[src/design/scp_pkg.sv]
/*
 * Package for the selective paging control block: timing constants,
 * code widths, display modes and the packed carriers shared by the
 * main module and its code matcher.
 * Assumes a single 10 MHz clock; no software-visible registers.
 */
package scp_pkg;

    localparam int  CLK_HZ        = 10_000_000;
    localparam int  HOLD_MS       = 500;
    localparam int  HOLD_CYCLES   = (CLK_HZ / 1000) * HOLD_MS;
    localparam int  DIGITS        = 4;
    localparam int  TX_SLOTS      = 5;
    localparam int  SLOT_W        = 3;
    localparam int  DIGIT_W       = 4;
    localparam int  CODE_W        = DIGITS * DIGIT_W;
    localparam logic [3:0] WILD_DIGIT  = 4'h0;
    localparam logic [3:0] HYPHEN_DIGIT = 4'hf;
    localparam logic [CODE_W-1:0] BLANK_CODE = 16'hffff;
    localparam logic [2:0] RX_SLOT  = 3'h0;
    localparam logic [2:0] LAST_SLOT = 3'h5;

    typedef logic [CODE_W-1:0] scp_code_type;

    typedef enum logic [2:0] {
        SCP_NORMAL   = 3'b000,
        SCP_BROWSE   = 3'b001,
        SCP_ENTRY    = 3'b010,
        SCP_LISTEN   = 3'b011,
        SCP_SETUP    = 3'b100,
        SCP_HALTED   = 3'b101
    } scp_state_type;

    typedef struct packed {
        logic       pagingKey;
        logic       entryKey;
        logic       dialCw;
        logic       dialCcw;
        logic       digitValid;
        logic [3:0] digit;
    } scp_keys_type;

    typedef struct packed {
        logic        valid;
        scp_code_type code;
    } scp_page_type;

endpackage

[src/design/scp_matcher.sv]
/*
 * Code matcher: compares a received page against the stored receive
 * identity code, digit by digit, with zero in the page as wildcard.
 * Purely combinational; the caller registers the result.
 */
`timescale 1ns/1ps
`default_nettype none
module scp_matcher
    import scp_pkg::*;
(
    // codes
    input  wire scp_code_type pageCode,
    input  wire scp_code_type ownCode,
    // result
    output logic              hit
);
    logic [DIGITS-1:0] digitOk;

    genvar g;
    generate
        for (g = 0; g < DIGITS; g++) begin : gDigit
            assign digitOk[g] = (pageCode[g*DIGIT_W +: DIGIT_W] == WILD_DIGIT) ||
                                (pageCode[g*DIGIT_W +: DIGIT_W] ==
                                 ownCode[g*DIGIT_W +: DIGIT_W]);
        end
    endgenerate

    // all-zero page passes every digit by the wildcard, so it reaches all
    assign hit = &digitOk;
endmodule
`default_nettype wire

[src/design/scp_control.sv]
/*
 * Selective paging control: stores one receive identity code and five
 * transmit page codes, decodes short and held presses of the paging and
 * entry keys, sends pages and listens for matching pages.
 * Assumes debounced keys, one-cycle dial/digit pulses, clk at 10 MHz.
 * A power cycle is reset_n plus powerUp; codes survive only in flops.
 */
// How it works
// - held paging key on tx code sends page
// - short press then hold repeats the page
// - held key on rx code re-enters listening
// - key held at power-up opens setup
// - entry short starts, held commits four digits
// - zero digit refused in receive code
// - five tx slots, dial steps through them
// - zero in page matches any digit
// - all-zero page reaches every listening station with an rx code stored
// - tx editable while browsing, rx only in setup
// - after setup, halt until a short paging press
// - listening mutes receiver, match rings alarm
`timescale 1ns/1ps
`default_nettype none
module scp_control
    import scp_pkg::*;
#(
    parameter int HOLD_COUNT = HOLD_CYCLES
)(
    // clock, reset, enable
    input  wire logic         clk,
    input  wire logic         reset_n,
    input  wire logic         clkEn,
    // power-on strobe, one pulse after power is applied
    input  wire logic         powerUp,
    // operator controls
    input  wire scp_keys_type keys,
    // received page from the demodulator
    input  wire scp_page_type rxPage,
    // transmitter side
    output logic              txKey,
    output logic              txPageValid,
    output scp_code_type      txPageCode,
    // receiver and annunciators
    output logic              rxMute,
    output logic              alarmBell,
    output logic              pagingBlink,
    output logic              pagingIcon,
    // display
    output scp_code_type      showCode,
    output logic [SLOT_W-1:0] showSlot,
    output logic [DIGITS-1:0] blinkDigit,
    output logic              showFrequency
);
    localparam int CNT_W = $clog2(HOLD_COUNT + 1);

    scp_state_type      state_reg, state_next;
    scp_code_type       codes_reg [TX_SLOTS+1];
    logic               rxStored_reg;
    logic [SLOT_W-1:0]  slot_reg, slot_next;
    scp_code_type       work_reg;
    logic [2:0]         digitPos_reg;
    logic               setupSeen_reg;
    logic [CNT_W-1:0]   pagCnt_reg, entCnt_reg;
    logic               pagPrev_reg, entPrev_reg;
    logic               pagLong_reg, entLong_reg;
    logic               alarm_reg;

    // press classification: release before hold is short, reaching hold is long
    wire pagRelease  = pagPrev_reg && !keys.pagingKey;
    wire entRelease  = entPrev_reg && !keys.entryKey;
    wire pagHoldHit  = keys.pagingKey && !pagLong_reg && (pagCnt_reg == CNT_W'(HOLD_COUNT - 1));
    wire entHoldHit  = keys.entryKey && !entLong_reg && (entCnt_reg == CNT_W'(HOLD_COUNT - 1));
    wire pagShort    = pagRelease && !pagLong_reg;
    wire entShort    = entRelease && !entLong_reg;

    wire onRx        = (slot_reg == RX_SLOT);
    wire digitOk     = keys.digitValid && !(onRx && keys.digit == WILD_DIGIT);
    wire entryFull   = (digitPos_reg == 3'(DIGITS));
    // rx code only editable from setup
    wire editAllowed = !onRx || setupSeen_reg;
    wire matchHit;
    wire pageMatch   = (state_reg == SCP_LISTEN) && rxPage.valid && rxStored_reg && matchHit;

    // an unstored rx code is blank, so pageMatch also gates on rxStored_reg
    scp_matcher uMatch (
        .pageCode (rxPage.code),
        .ownCode  (codes_reg[RX_SLOT]),
        .hit      (matchHit)
    );

    // dial steps slots while browsing; clockwise from rx reaches tx 1
    always_comb begin
        slot_next = slot_reg;
        if (keys.dialCw && slot_reg != LAST_SLOT)
            slot_next = slot_reg + 3'h1;
        else if (keys.dialCcw && slot_reg != RX_SLOT)
            slot_next = slot_reg - 3'h1;
    end

    always_comb begin
        state_next = state_reg;
        case (state_reg)
            SCP_NORMAL: begin
                if (pagShort)
                    state_next = SCP_BROWSE;
            end
            SCP_BROWSE: begin
                if (entShort && editAllowed)
                    state_next = SCP_ENTRY;
                else if (pagHoldHit && onRx)
                    state_next = SCP_LISTEN;
            end
            SCP_SETUP: begin
                if (entShort)
                    state_next = SCP_ENTRY;
            end
            SCP_ENTRY: begin
                // commit goes back to the frequency; setup ends in halt
                if (entHoldHit && entryFull)
                    state_next = setupSeen_reg ? SCP_HALTED : SCP_NORMAL;
            end
            SCP_LISTEN: begin
                if (pagShort)
                    state_next = SCP_BROWSE;
            end
            SCP_HALTED: begin
                // dial browsing; a short paging press returns to browsing, where pages and listening work again
                if (pagShort)
                    state_next = SCP_BROWSE;
            end
            default: state_next = SCP_NORMAL;
        endcase
        if (powerUp && keys.pagingKey)
            state_next = SCP_SETUP;
    end

    // counters clear and hold at zero once a press turns long, so a long press never wraps
    wire pagCounting = keys.pagingKey && !pagLong_reg;
    wire entCounting = keys.entryKey && !entLong_reg;

    // a release after the hold edge is swallowed by the long latch
    always_ff @(posedge clk or negedge reset_n) begin
        if (!reset_n) begin
            pagCnt_reg  <= '0;
            pagPrev_reg <= 1'b0;
            pagLong_reg <= 1'b0;
        end else if (clkEn) begin
            pagPrev_reg <= keys.pagingKey;
            pagCnt_reg  <= pagCounting ? pagCnt_reg + CNT_W'(1) : '0;
            pagLong_reg <= keys.pagingKey && (pagLong_reg || pagHoldHit);
        end
    end

    always_ff @(posedge clk or negedge reset_n) begin
        if (!reset_n) begin
            entCnt_reg  <= '0;
            entPrev_reg <= 1'b0;
            entLong_reg <= 1'b0;
        end else if (clkEn) begin
            entPrev_reg <= keys.entryKey;
            entCnt_reg  <= entCounting ? entCnt_reg + CNT_W'(1) : '0;
            entLong_reg <= keys.entryKey && (entLong_reg || entHoldHit);
        end
    end

    // only the browsing states follow the dial; the rest park on the rx code
    // entry keeps the slot that it started on
    wire dialFree    = (state_reg == SCP_BROWSE) || (state_reg == SCP_HALTED);
    wire slotPark    = (state_reg == SCP_NORMAL) || (state_reg == SCP_LISTEN) || (state_reg == SCP_SETUP);

    always_ff @(posedge clk or negedge reset_n) begin
        if (!reset_n) begin
            state_reg <= SCP_NORMAL;
            slot_reg  <= RX_SLOT;
        end else if (clkEn) begin
            state_reg <= state_next;
            if (dialFree)
                slot_reg <= slot_next;
            else if (slotPark)
                slot_reg <= RX_SLOT;
        end
    end

    // setup session remembered until the next power cycle
    always_ff @(posedge clk or negedge reset_n) begin
        if (!reset_n)
            setupSeen_reg <= 1'b0;
        else if (clkEn && powerUp)
            setupSeen_reg <= keys.pagingKey;
    end

    // code store and digit entry
    // commit only with four digits in; an early hold is ignored
    wire entryStart  = (state_reg != SCP_ENTRY) && (state_next == SCP_ENTRY);
    wire digitTake   = (state_reg == SCP_ENTRY) && digitOk && !entryFull;
    wire commitNow   = (state_reg == SCP_ENTRY) && entHoldHit && entryFull;

    always_ff @(posedge clk or negedge reset_n) begin
        if (!reset_n) begin
            work_reg     <= BLANK_CODE;
            digitPos_reg <= '0;
        end else if (clkEn) begin
            if (entryStart) begin
                work_reg     <= codes_reg[slot_reg];
                digitPos_reg <= '0;
            end else if (digitTake) begin
                // digits shift in from the right, the first keyed ends leftmost
                work_reg     <= {work_reg[CODE_W-DIGIT_W-1:0], keys.digit};
                digitPos_reg <= digitPos_reg + 3'h1;
            end
        end
    end

    always_ff @(posedge clk or negedge reset_n) begin
        if (!reset_n) begin
            for (int i = 0; i <= TX_SLOTS; i++)
                codes_reg[i] <= BLANK_CODE;
            rxStored_reg <= 1'b0;
        end else if (clkEn) begin
            if (commitNow)
                codes_reg[slot_reg] <= work_reg;
            if (commitNow && onRx)
                rxStored_reg <= 1'b1;
        end
    end

    // page goes out on the hold edge only while a tx slot is shown
    wire sendNow     = pagHoldHit && (state_reg == SCP_BROWSE) && !onRx;
    // transmitter stays keyed only while the operator keeps the key down
    wire txKeyNext   = sendNow || (txKey && keys.pagingKey);

    always_ff @(posedge clk or negedge reset_n) begin
        if (!reset_n) begin
            txKey       <= 1'b0;
            txPageValid <= 1'b0;
            txPageCode  <= '0;
        end else if (clkEn) begin
            txKey       <= txKeyNext;
            txPageValid <= sendNow;
            if (sendNow)
                txPageCode <= codes_reg[slot_reg];
        end
    end

    // bell and blink gated by listening, so they never outlive the icon
    // trade-off: a ringing alarm unmutes the receiver so the call is heard
    wire listenNext  = (state_next == SCP_LISTEN);
    wire ringNext    = (pageMatch || alarm_reg) && listenNext;
    wire muteNext    = listenNext && !ringNext;

    // a match on the leave edge still sets; the flag drops one cycle later
    always_ff @(posedge clk or negedge reset_n) begin
        if (!reset_n)
            alarm_reg <= 1'b0;
        else if (clkEn && pageMatch)
            alarm_reg <= 1'b1;
        else if (clkEn && !listenNext)
            alarm_reg <= 1'b0;
    end

    always_ff @(posedge clk or negedge reset_n) begin
        if (!reset_n) begin
            rxMute      <= 1'b0;
            alarmBell   <= 1'b0;
            pagingBlink <= 1'b0;
            pagingIcon  <= 1'b0;
        end else if (clkEn) begin
            rxMute      <= muteNext;
            alarmBell   <= ringNext;
            pagingBlink <= ringNext;
            pagingIcon  <= listenNext;
        end
    end

    // display follows the slot, or the work code while digits go in
    wire               editShown = (state_reg == SCP_ENTRY);
    wire               freqNext  = (state_next == SCP_NORMAL) || listenNext;
    scp_code_type      showNext;
    logic [DIGITS-1:0] blinkNext;

    assign showNext  = editShown ? work_reg : codes_reg[slot_reg];
    assign blinkNext = (editShown && !entryFull) ? DIGITS'(4'h8 >> digitPos_reg) : '0;

    always_ff @(posedge clk or negedge reset_n) begin
        if (!reset_n) begin
            showCode      <= BLANK_CODE;
            showSlot      <= RX_SLOT;
            blinkDigit    <= '0;
            showFrequency <= 1'b1;
        end else if (clkEn) begin
            showCode      <= showNext;
            showSlot      <= slot_reg;
            blinkDigit    <= blinkNext;
            showFrequency <= freqNext;
        end
    end
endmodule
`default_nettype wire

[config.mk]
export PLATFORM = sky130hd
export DESIGN_NAME = scp_control
export DESIGN_NICKNAME = d
export VERILOG_FILES = /design/src/design/scp_pkg.sv /design/src/design/scp_matcher.sv /design/src/design/scp_control.sv
export SDC_FILE = /design/constraint.sdc
export NUM_CORES = 1
export LEC_CHECK = 0
export BUFFER_PORTS_ARGS = -buffer_cell sky130_fd_sc_hd__buf_2
export CAP_MARGIN = 20
export CORE_MARGIN = 4
export CORE_UTILIZATION = 50
export CTS_BUF_LIST = sky130_fd_sc_hd__clkbuf_8
export CTS_CLUSTER_DIAMETER = 120
export DETAILED_ROUTE_END_ITERATION = 10
export MAX_ROUTING_LAYER = met4
export PLACE_DENSITY = 0.7
export SYNTH_ARGS = -nofsm -noshare
export SYNTH_HDL_FRONTEND = slang
export SYNTH_SLANG_ARGS = --single-unit
[constraint.sdc]
create_clock -name clk -period 7.77 [get_ports clk]
set_input_delay 0.777 -clock clk [delete_from_list [all_inputs] [get_ports clk]]
set_output_delay 0.777 -clock clk [all_outputs]
set_load 0.05 [all_outputs]
==> results.sh <==
export IMPL_rows=51
export IMPL_fin_ws_ns=4.49
export IMPL_cap_violations=0
export IMPL_preCtsSetupSlack_ns=3.61
export IMPL_yosysMostFrequentCell="nand2_1"
export IMPL_largest_reg_flops=96
export IMPL_syn_area_um2=10200
export IMPL_htree_levels=2
export IMPL_cp_end_kind="flop"
export IMPL_ys_warn_count=0
export IMPL_clkSinkCount=219
export IMPL_arrival_ns=3.68
export IMPL_clock_skew_final_ns=0.0318
export IMPL_design_core_area_um2=19800
export IMPL_n_fill_cell=1755
export IMPL_synthMuxAreaShare=0.0304
export IMPL_setup_viol=0
export IMPL_cts_tree="done"
export IMPL_diodes=0
export IMPL_critPathTopFamily="simple AND/OR/NAND/NOR gates"
export IMPL_required_ns=8.17
export IMPL_drive_above_1_share=0.289
export IMPL_cts_root_buf="clkbuf_8"
export IMPL_period_share=0.422
export IMPL_crit_type="flop to flop"
export IMPL_hold_violations=0
export IMPL_syn_nets=1045
export IMPL_synth_cell_types=61
export IMPL_worst_pin_slew_ns=1.01
export IMPL_die_w_um=151
export IMPL_synth_edf_count=0
export IMPL_worstReg2RegEnd="work_reg[5]$_DFFE_PN1P_"
export IMPL_first_global_vias=7597
export IMPL_die_h_um=151
export IMPL_seq_area_frac_synth=0.554
export IMPL_p_leak_uw=0.00492
export IMPL_routed_wl_mm=24.4
export IMPL_ff_latch_area_um2=5640
export IMPL_dp_hpwl_mm=16.0
export IMPL_wl_per_cell_um=17.7
export IMPL_finalPower_uw=2840
export IMPL_clkLatencyLatePin_ns=0.53
export IMPL_synthFlopType="dfstp_2"
export IMPL_synth_top_area_cell="dfstp_2"
export IMPL_max_stage_delay_ns=0.74
export IMPL_grt_first_pass_wirelength_mm=39.3
export IMPL_grt_max_degree=84
export IMPL_drv_slew=0
export IMPL_synth_area_leaders="dfstp_2 (33%), dfrtp_1 (22%), o21ai_0 (7.3%)"
export IMPL_powerDensity_nw_per_um2=244
export IMPL_cp_cell_sequence="nor4b_1, nand4_1, or4_1, a221oi_4, or3_1, o221ai_1"
export IMPL_grt_overflow_total=0
export IMPL_yosys_area_share_simple=0.168
export IMPL_start_kind="flop"
export IMPL_drt_first_pass_iters=5
export IMPL_antenna_found_initial=0
export IMPL_die_area_um2=22700
export IMPL_vias_per_cell=5.62
export IMPL_boundaryPins=76
export IMPL_path_buf_inv=0
export IMPL_worstPathMaxFanout=18
export IMPL_drt_initial_drc_count=433
export IMPL_setup_tns_final_ns=0
export IMPL_cts_setup_buffers=0
export IMPL_cts_resized=0
export IMPL_vias=7756
export IMPL_grtUsageTotal=0.222
export IMPL_hold_buffers=0
export IMPL_cp_slowest_cell="or3_1"
export IMPL_synth_top_area_share=0.333
export IMPL_drtAntennaViolNets=0
export IMPL_synthArstFlopShare=1.00
export IMPL_min_period_ns=3.28
export IMPL_port_buffers=75
export IMPL_ff2ff_path_depth=6
export IMPL_initial_core_util=0.515
export IMPL_status="finished, final reports clean"
export IMPL_synth_top_family_by_area="simple AND/OR/NAND/NOR gates"
export IMPL_synth_seq_cells=219
export IMPL_synth_top_cells_by_count="nand2_1 (195), o21ai_0 (149), dfstp_2 (129), dfrtp_1 (90), nor2_1 (56)"
export IMPL_synthAdderAreaFrac=0.0106
export IMPL_max_freq_mhz=305
export IMPL_clkTransAtPathRegs_ns=0.06
export IMPL_holdCritPathClass="primary input to async pin"
export IMPL_r2r_setup_slack_ns=4.49
export IMPL_r2r_start="entCnt_reg[6]$_DFFE_PN0P_"
export IMPL_cts_buffer_depth=3
export IMPL_gp_congestion=0.838
export IMPL_cts_buffers=39
export IMPL_max_slew_margin=0.326
export IMPL_multi_input_area_um2=4240
export IMPL_postSynthCellCount=1007
export IMPL_rsz0062_at_grt="false"
export IMPL_drc=0
export IMPL_yosys_area_share_xor_xnor=0.0438
export IMPL_syn2layout_area_growth_pct=14.2
export IMPL_final_nets=1128
export IMPL_avgSynthCellArea_um2=10.1
export IMPL_synth_compound_gate_area_share=0.161
export IMPL_ir_drop_mv=0.154
==> power breakdown <==
group	switching, uW	internal [uW]
logic	350	146
registers	82.6	1250
clock network	467	544
total	900	1940
==> through the flow <==
| stage | hold slack, ns | instances | util | area, um2 |
|---|---|---|---|---|
| floorplan | 0.435 | 1007 | - | 10200 |
| global placement | 0.452 | 1309 | 0.546 | 10800 |
| detailed placement | 0.465 | 1309 | 0.546 | 10800 |
| CTS | 0.243 | 1376 | 0.583 | 11500 |
| global route | 0.263 | 1381 | 0.588 | 11600 |
| finish | 0.243 | 1381 | 0.588 | 11600 |
==> area by class of cell <==
class	instances	share of cell area
Sequential cell	219	0.485
Multi-Input combinational cell	707	0.365
Inverter	30	0.00968
Clock buffer	47	0.0556
Tap cell	265	0.0285
Clock inverter	20	0.00731
Timing Repair Buffer	93	0.0494
==> worst max path at each step <==
stage                     slack, ns  cells after the start                         to                 startpoint
final                          4.49                      6    work_reg[5]$_DFFE_PN1P_  entCnt_reg[6]$_DFFE_PN0P_
after floorplan                5.19                      9   work_reg[10]$_DFFE_PN1P_    slot_reg[0]$_DFFE_PN0P_
after CTS                      4.13                      5  codes_reg[95]$_DFFE_PN1P_  entCnt_reg[6]$_DFFE_PN0P_
after global placement         3.80                      6  codes_reg[75]$_DFFE_PN1P_                      clkEn
after detailed placement       3.61                      6  codes_reg[95]$_DFFE_PN1P_                      clkEn
after global routing           4.26                      6    work_reg[1]$_DFFE_PN1P_  entCnt_reg[6]$_DFFE_PN0P_
==> cell families (layout without fill, tap and decap cells) <==
logic type | Yosys count | in the layout
AOI/OAI and AO/OA | 249 | 249
xor gates and xnor gates | 51 | 51
DFF | 219 | 219
buffers and inverters | 81 | 190
and+or+nand+nor | 371 | 371
muxes | 28 | 28
adders and majority gates | 8 | 8
==> layout by cell type, fill, tap and decap left out, types with 32 or more instances in the layout <==
master    Yosys  final
a22oi_1      32     32
o21ai_0     149    149
nand2_1     195    195
clkbuf_8      0     48
buf_2         0     74
dfrtp_1      90     90
nor2_1       56     56
xor2_1       38     38
dfstp_2     129    129
inv_1        29     46
==> per-layer routing <==
| layer | routed length, um | vias up | GRT usage |
|---|---|---|---|
| met5 | 0 | - | - |
| li1 | - | 3714 | - |
| met1 | 11400 | 3829 | 0.306 |
| met2 | 11500 | 175 | 0.342 |
| met4 | 470 | 0 | 0.0689 |
| met3 | 1080 | 38 | 0.0347 |
==> worst reg2reg max path, stage by stage, from the launching register on <==
cell,delay [ns]
dfrtp_1,0.42
nor4b_1,0.39
nand4_1,0.32
or4_1,0.65
a221oi_4,0.43
or3_1,0.75
o221ai_1,0.21
Note: power is estimated with default switching activity, not from simulation.
